===== src/common/nvsram_host_regs.svh =====
// Timing counts and pin-level constants for the nvSRAM host controller
`ifndef NVSRAM_HOST_REGS_SVH
`define NVSRAM_HOST_REGS_SVH
// Clock period in ps (250 MHz)
`define CLK_PERIOD_PS 4000
// Device timing figures in ps (slowest speed grade defaults)
`define ADDRESS_ACCESS_TIME_PS 45000
`define SELECT_ACCESS_TIME_PS 45000
`define OUTPUT_ACCESS_TIME_PS 20000
`define WRITE_DATA_SETUP_PS 15000
`define WRITE_TO_FLOAT_DELAY_PS 15000
`define ADDRESS_SETUP_PS 4000
// Least times round up to whole cycles
`define ACCESS_CYCLES ((`SELECT_ACCESS_TIME_PS + `CLK_PERIOD_PS - 1) / `CLK_PERIOD_PS)
`define SETUP_CYCLES ((`WRITE_DATA_SETUP_PS + `CLK_PERIOD_PS - 1) / `CLK_PERIOD_PS)
`define FLOAT_CYCLES ((`WRITE_TO_FLOAT_DELAY_PS + `CLK_PERIOD_PS - 1) / `CLK_PERIOD_PS)
`define ADDR_SETUP_CYCLES ((`ADDRESS_SETUP_PS + `CLK_PERIOD_PS - 1) / `CLK_PERIOD_PS)
`define TIMER_WIDTH 8
// Software store and recall address sequence
`define SEQ_ADDR_0 13'h0000
`define SEQ_ADDR_1 13'h1555
`define SEQ_ADDR_2 13'h0aaa
`define SEQ_ADDR_3 13'h1fff
`define SEQ_ADDR_4 13'h10f0
`define SEQ_STORE_ADDR 13'h0f0f
`define SEQ_RECALL_ADDR 13'h0f0e
`define SEQ_LENGTH 6
`define ADDR_WIDTH 13
`define DATA_WIDTH 8
// Command codes
`define CMD_READ 2'h0
`define CMD_WRITE 2'h1
`define CMD_SW_STORE 2'h2
`define CMD_SW_RECALL 2'h3
`endif


===== src/common/nvsram_host_pkg.sv =====
// Types for the nvSRAM host controller
package nvsram_host_pkg;
	typedef struct packed {
		logic [1:0] cmd;
		logic [12:0] addr;
		logic [7:0] wdata;
	} host_req_type;
	typedef struct packed {
		logic select_n;
		logic write_n;
		logic output_n;
		logic [12:0] address_lines;
	} pin_ctrl_type;
	typedef enum logic [6:0] {
		ST_IDLE = 7'h01,
		ST_READ = 7'h02,
		ST_WR_SETUP = 7'h04,
		ST_WRITE = 7'h08,
		ST_RECOVER = 7'h10,
		ST_SEQ = 7'h20,
		ST_BUSY = 7'h40
	} host_state_type;
endpackage


===== src/rtl/nvsram_seq_rom.sv =====
// Address lookup for the software store and recall read sequences
`timescale 1ns/1ps
`include "nvsram_host_regs.svh"
module nvsram_seq_rom (
	input wire logic clk,
	input wire logic rst_n,
	input wire logic [2:0] index,
	input wire logic recall,
	output logic [12:0] seq_addr
);
	// ==========================================
	// Registered lookup
	always_ff @(posedge clk or negedge rst_n) begin
		if (!rst_n) begin
			seq_addr <= 13'h0000;
		end else begin
			unique case (index)
				3'h0: seq_addr <= `SEQ_ADDR_0;
				3'h1: seq_addr <= `SEQ_ADDR_1;
				3'h2: seq_addr <= `SEQ_ADDR_2;
				3'h3: seq_addr <= `SEQ_ADDR_3;
				3'h4: seq_addr <= `SEQ_ADDR_4;
				default: seq_addr <= recall ? `SEQ_RECALL_ADDR : `SEQ_STORE_ADDR;
			endcase
		end
	end
endmodule


===== src/rtl/nvsram_host_ctrl.sv =====
// Host controller driving the pins of an 8K x 8 nonvolatile static RAM
`timescale 1ns/1ps
`include "nvsram_host_regs.svh"
module nvsram_host_ctrl
	import nvsram_host_pkg::*;
(
	input wire logic clk,
	input wire logic rst_n,
	input wire logic req_valid,
	output logic req_ready,
	input wire host_req_type req,
	input wire logic hw_store_req,
	output logic rsp_valid,
	output logic [7:0] rsp_rdata,
	output logic nv_busy,
	output logic write_pending,
	output pin_ctrl_type pins,
	input wire logic [7:0] data_lines_in,
	output logic [7:0] data_lines_out,
	output logic data_lines_oe,
	input wire logic store_busy_n_in,
	output logic store_busy_n_out,
	output logic store_busy_n_oe
);
	localparam logic [7:0] ACCESS_CNT = 8'(`ACCESS_CYCLES);
	localparam logic [7:0] SETUP_CNT = 8'(`SETUP_CYCLES);
	localparam logic [7:0] ADDR_SETUP_CNT = 8'(`ADDR_SETUP_CYCLES);

	host_state_type state_reg;
	logic [7:0] timer_reg;
	logic [2:0] seq_index_reg;
	logic seq_recall_reg;
	logic [1:0] cmd_reg;
	logic [12:0] addr_reg;
	logic [7:0] wdata_reg;
	logic busy_seen_reg;
	logic [12:0] seq_addr;
	logic timer_done;

	assign timer_done = (timer_reg == 8'h00);

	function automatic logic is_sw_cmd(input logic [1:0] c);
		return (c == `CMD_SW_STORE) || (c == `CMD_SW_RECALL);
	endfunction

	nvsram_seq_rom nvsram_seq_rom_inst (
		.clk(clk),
		.rst_n(rst_n),
		.index(seq_index_reg),
		.recall(seq_recall_reg),
		.seq_addr(seq_addr)
	);

	// ==========================================
	// Request acceptance
	// All requests held off while the device reports busy
	assign req_ready = (state_reg == ST_IDLE) && store_busy_n_in;
	assign nv_busy = !store_busy_n_in;

	// ==========================================
	// Main sequencer
	always_ff @(posedge clk or negedge rst_n) begin
		if (!rst_n) begin
			state_reg <= ST_IDLE;
			timer_reg <= 8'h00;
			seq_index_reg <= 3'h0;
			seq_recall_reg <= 1'b0;
			cmd_reg <= `CMD_READ;
			addr_reg <= 13'h0000;
			wdata_reg <= 8'h00;
		end else begin
			unique case (state_reg)
				ST_IDLE: begin
					if (req_valid && req_ready) begin
						cmd_reg <= req.cmd;
						addr_reg <= req.addr;
						wdata_reg <= req.wdata;
						if (is_sw_cmd(req.cmd)) begin
							// Sequence runs without any other access between its reads
							seq_index_reg <= 3'h0;
							seq_recall_reg <= (req.cmd == `CMD_SW_RECALL);
							timer_reg <= 8'h01;
							state_reg <= ST_SEQ;
						end else if (req.cmd == `CMD_WRITE) begin
							timer_reg <= ADDR_SETUP_CNT;
							state_reg <= ST_WR_SETUP;
						end else begin
							timer_reg <= ACCESS_CNT;
							state_reg <= ST_READ;
						end
					end
				end
				ST_SEQ: begin
					// Two cycles for the registered lookup, then a full read of that address
					if (timer_done) begin
						addr_reg <= seq_addr;
						timer_reg <= ACCESS_CNT;
						state_reg <= ST_READ;
					end else begin
						timer_reg <= timer_reg - 8'h01;
					end
				end
				ST_READ: begin
					if (timer_done) begin
						timer_reg <= 8'h01;
						if (is_sw_cmd(cmd_reg) && seq_index_reg != 3'(`SEQ_LENGTH - 1)) begin
							seq_index_reg <= seq_index_reg + 3'h1;
							state_reg <= ST_SEQ;
						end else begin
							state_reg <= ST_RECOVER;
						end
					end else begin
						timer_reg <= timer_reg - 8'h01;
					end
				end
				ST_WR_SETUP: begin
					if (timer_done) begin
						timer_reg <= SETUP_CNT;
						state_reg <= ST_WRITE;
					end else begin
						timer_reg <= timer_reg - 8'h01;
					end
				end
				ST_WRITE: begin
					if (timer_done) begin
						timer_reg <= 8'h01;
						state_reg <= ST_RECOVER;
					end else begin
						timer_reg <= timer_reg - 8'h01;
					end
				end
				ST_RECOVER: begin
					// Software commands wait for the device to report busy and finish
					if (timer_done) begin
						state_reg <= is_sw_cmd(cmd_reg) ? ST_BUSY : ST_IDLE;
					end else begin
						timer_reg <= timer_reg - 8'h01;
					end
				end
				ST_BUSY: begin
					if (busy_seen_reg && store_busy_n_in) begin
						state_reg <= ST_IDLE;
					end
				end
			endcase
		end
	end

	// ==========================================
	// Busy observation for software transfers
	always_ff @(posedge clk or negedge rst_n) begin
		if (!rst_n) begin
			busy_seen_reg <= 1'b0;
		end else if (state_reg == ST_IDLE) begin
			busy_seen_reg <= 1'b0;
		end else if (!store_busy_n_in) begin
			busy_seen_reg <= 1'b1;
		end
	end

	// ==========================================
	// Pin drivers
	always_ff @(posedge clk or negedge rst_n) begin
		if (!rst_n) begin
			pins <= '{select_n: 1'b1, write_n: 1'b1, output_n: 1'b1, address_lines: 13'h0000};
			data_lines_out <= 8'h00;
			data_lines_oe <= 1'b0;
		end else begin
			pins.address_lines <= addr_reg;
			pins.select_n <= !(state_reg == ST_READ || state_reg == ST_WRITE);
			pins.write_n <= !(state_reg == ST_WRITE);
			// Output enable only for plain reads; never during writes
			pins.output_n <= !(state_reg == ST_READ && cmd_reg == `CMD_READ);
			data_lines_out <= wdata_reg;
			data_lines_oe <= (state_reg == ST_WR_SETUP || state_reg == ST_WRITE);
		end
	end

	// ==========================================
	// Read data capture
	always_ff @(posedge clk or negedge rst_n) begin
		if (!rst_n) begin
			rsp_valid <= 1'b0;
			rsp_rdata <= 8'h00;
		end else begin
			rsp_valid <= 1'b0;
			if (state_reg == ST_READ && timer_done && cmd_reg == `CMD_READ) begin
				rsp_valid <= 1'b1;
				rsp_rdata <= data_lines_in;
			end
		end
	end

	// ==========================================
	// Hardware store request on the open-drain pin
	always_ff @(posedge clk or negedge rst_n) begin
		if (!rst_n) begin
			write_pending <= 1'b0;
		end else if (state_reg == ST_WRITE && timer_done) begin
			write_pending <= 1'b1;
		end else if (!store_busy_n_in && !store_busy_n_oe) begin
			write_pending <= 1'b0;
		end else if (state_reg == ST_BUSY && busy_seen_reg && store_busy_n_in) begin
			write_pending <= 1'b0;
		end
	end

	assign store_busy_n_out = 1'b0;
	// Pull low only when started from idle, released as soon as the pin reads low, which its own pull causes one cycle later
	always_ff @(posedge clk or negedge rst_n) begin
		if (!rst_n) begin
			store_busy_n_oe <= 1'b0;
		end else if (store_busy_n_oe) begin
			store_busy_n_oe <= store_busy_n_in;
		end else begin
			store_busy_n_oe <= hw_store_req && write_pending && state_reg == ST_IDLE && store_busy_n_in;
		end
	end
endmodule


===== config.mk =====
export PLATFORM = sky130hd
export DESIGN_NAME = nvsram_host_ctrl
export DESIGN_NICKNAME = d
export VERILOG_FILES = /design/src/common/nvsram_host_pkg.sv /design/src/rtl/nvsram_seq_rom.sv /design/src/rtl/nvsram_host_ctrl.sv
export VERILOG_INCLUDE_DIRS = /design/src /design/src/common
export SDC_FILE = /design/constraint.sdc
export NUM_CORES = 1
export LEC_CHECK = 0
export BUFFER_PORTS_ARGS = -buffer_cell sky130_fd_sc_hd__buf_4
export CORE_MARGIN = 2
export CORE_UTILIZATION = 54
export CTS_BUF_LIST = sky130_fd_sc_hd__clkbuf_16
export DETAILED_ROUTE_END_ITERATION = 7
export PLACE_DENSITY = 0.79
export SETUP_SLACK_MARGIN = 0.15
export SLEW_MARGIN = 20
export SYNTH_ARGS = -nofsm -noshare
export SYNTH_HDL_FRONTEND = slang
export SYNTH_HIERARCHICAL = 1
export SYNTH_SLANG_ARGS = --single-unit

===== constraint.sdc =====
create_clock -name clk -period 3.2 [get_ports clk]
set_clock_uncertainty 0.2 [all_clocks]
set_input_delay 0.64 -clock clk [delete_from_list [all_inputs] [get_ports clk]]
set_output_delay 0.64 -clock clk [all_outputs]
set_load 0.01 [all_outputs]

==> impl_results.md <==
* DRC Markers at 0
* WL per Instance at 16.2 um
* Total I/O pin count at 75
* Dominant cells by area after synthesis: dfrtp_1, mux2_2, mux2i_1
* Row count at 29
* Setup slack, reg-to-reg at 0.51 ns
* Critical path data arrival time at 2.76 ns
* MaxCap Viol Count at 0
* Synth Register Bits at 84
* Clk_lat worst skew at 0.34 ns
* Fin Hold WS at 0.133 ns
* Clock transition at path regs at 0.06 ns
* Final min period at 2.69 ns
* Clk buf depth at 2
* Asr flop ratio synth at 100%
* GPL Wtd Cong at 0.940
* Total track usage at 21.6%
* Final core occ at 70.1%
* Total global routing overflow at 0
* WS Path Type: reg -> reg
* Final HPWL DP at 5030 um
* P per Cell Area at 1020 nW/um^2
* Core area at 6420 um^2
* Post-route cell area at 4500 um^2
* Final WL at 7430 um
* CP Max Fanout at 26
* Peak Freq at 371 MHz
* Largest net degree at the start of global routing at 85
* HP Class: in -> async
* H-tree depth at 3
* VDD IR max at 0.613 mV
* Hold Buf Count CTS at 0
* Setup repair after global routing missed its margin: false
* Instance area at placement at 4190 um^2
* Simple-gate share of the synthesized area at 12.9%
* Compound-gate portion of the synthesized area at 11.6%
* Final Hold Fails at 0
* Path depth of the worst reg2reg path at 6
* First-pass GRT wire length at 12200 um
* Drt first pass iters at 4
* Synthesis Warnings at 6
* Max reg flops at 16
* Worst EP required at 3.26 ns
* Die height at 86.1 um
* Slew Viols, Final at 0
* Syn nets at 347
* Slew @ Worst Pin at 0.714 ns
* Antenna-violating nets left at 0
* # diodes at 0
* Root Driver: clkbuf_16
* Mapped Area at 3640 um^2
* Sequential share of the synthesized area at 57.9%
* Setup TNS at 0 ns
* Starting Density at 56.7%
* Outcome: complete, no violations
* Initial antenna violation count at 0
* Setup crit start: state_reg[4]
* Die width at 86.1 um
* EDFF count, synth at 0
* Iteration-0 DRC Markers at 150
* Critical Path End: addr_reg[4]
* Post-synth top area share at 55.0%
* Synth Instances at 307
* Vias in the first global route at 2592
* CP Capture Type: flop
* Main synth FF type: dfrtp_1
* Setup Viol. Count Final at 0
* Vias per cell at 5.64
* Multiplexer area fraction after synthesis at 9.77%
* Dominant cell type by area after synthesis: dfrtp_1
* Mapped Avg Cell Area at 11.9 um^2
* Post-Synth XOR/XNOR Area at 1.44%
* Port Buffers at 73
* Largest family of logic cells by synthesized area: simple AND/OR/NAND/NOR gates
* Final period util at 84.2%
* Max transition margin at 52.4%
* Adder-cell share of the synthesized area at 1.38%
* # clock sinks at 84
* Origin of the critical flop-to-flop path: state_reg[4]
* Pleak at 2.17 nW
* Final Net Count at 415
* CP Launch Type: flop
* TritonCTS clock tree: yes
* Yosys cell types at 52
* Area growth syn-to-layout at 23.7%
* Cts repair resizes at 0
* Total CTS buffers at 9
* Die Footprint at 7410 um^2
* R2r endpoint: addr_reg[4]
* Share of cells above drive strength 1 at 35.8%
* Setup repair bufs after CTS at 0
* Vias post-DR at 2577
-- synthesized netlist by cell type (all sizes together), types with 4 or more instances --
cell type	number
mux2i	13
clkbuf	7
or3	4
o21ai	15
and3	4
a21oi	23
nor3	6
buf	16
mux2	20
dfstp	4
nand3	9
inv	9
xnor2	4
ha	4
nor2	22
o31ai	6
nand2	15
or4	6
dfrtp	80
nand4	4
-- final cells by class --
type	instances	area (um^2)
clock buffer	9	225
clock inverter	7	75.1
fill	470	1920
inverter	9	33.8
multi-input combinational	191	1360
sequential	84	2110
tap	77	96.3
timing repair buffer	80	604
-- metal layers --
| layer | vias to the layer above | wire, um | track usage, % |
|---|---|---|---|
| li1 | 1232 | - | - |
| met1 | 1235 | 3120 | 26.1 |
| met2 | 87 | 3670 | 36.0 |
| met3 | 23 | 396 | 5.39 |
| met4 | 0 | 249 | 10.7 |
| met5 | - | 0 | 0 |
-- cell families (layout without fill, tap and decap cells) --
| group | after synthesis | count (layout) |
|---|---|---|
| compound gates | 62 | 62 |
| xor+xnor | 6 | 6 |
| fa+ha+maj | 4 | 4 |
| buf+inv | 32 | 105 |
| flops | 84 | 84 |
| mux | 33 | 33 |
| other cells | 1 | 1 |
| simple gates | 85 | 85 |
-- layout by cell type (no fill, tap or decap), drive strengths merged, types with 6 or more instances in the layout --
| cell type | instances |
|---|---|
| o31ai | 6 |
| mux2 | 20 |
| a21oi | 23 |
| nor3 | 6 |
| mux2i | 13 |
| o21ai | 15 |
| inv | 12 |
| dfrtp | 80 |
| nor2 | 22 |
| nand3 | 9 |
| buf | 80 |
| clkbuf | 9 |
| nand2 | 15 |
| or4 | 6 |
-- worst max-delay path, cell delays in order, from the launching register on --
cell and delay [ns]:
dfrtp_1 0.42, or4_4 0.58, or4b_4 0.70, o21ai_4 0.17, buf_4 0.30, nor2_1 0.10
a21oi_1 0.14
-- worst min-delay path by stage --
stage          slack [ns]           endpoint  cells after the start
5_1_grt              0.18  data_lines_out[7]                      0
3_3_place_gp         0.15  data_lines_out[6]                      0
3_5_place_dp         0.16  data_lines_out[2]                      0
2_1_floorplan        0.14        addr_reg[0]                      0
6_report             0.13       wdata_reg[6]                      1
4_1_cts              0.17  data_lines_out[7]                      0
-- through the flow --
| step | cells | setup slack [ns] | power [mW] |
|---|---|---|---|
| after floorplan | 307 | 0.780 | 2.96 |
| after global placement | 441 | 0.602 | 3.45 |
| final | 457 | 0.506 | 4.58 |
| after global routing | 457 | 0.399 | 4.87 |
| after detailed placement | 441 | 0.505 | 3.53 |
| after CTS | 457 | 0.498 | 4.59 |
-- power breakdown --
| group | internal, mW | switching [mW] |
|---|---|---|
| combinational | 0.845 | 0.918 |
| clock | 0.608 | 0.433 |
| sequential | 1.50 | 0.275 |
| total | 2.96 | 1.63 |
(Power assumes the default switching activity.)
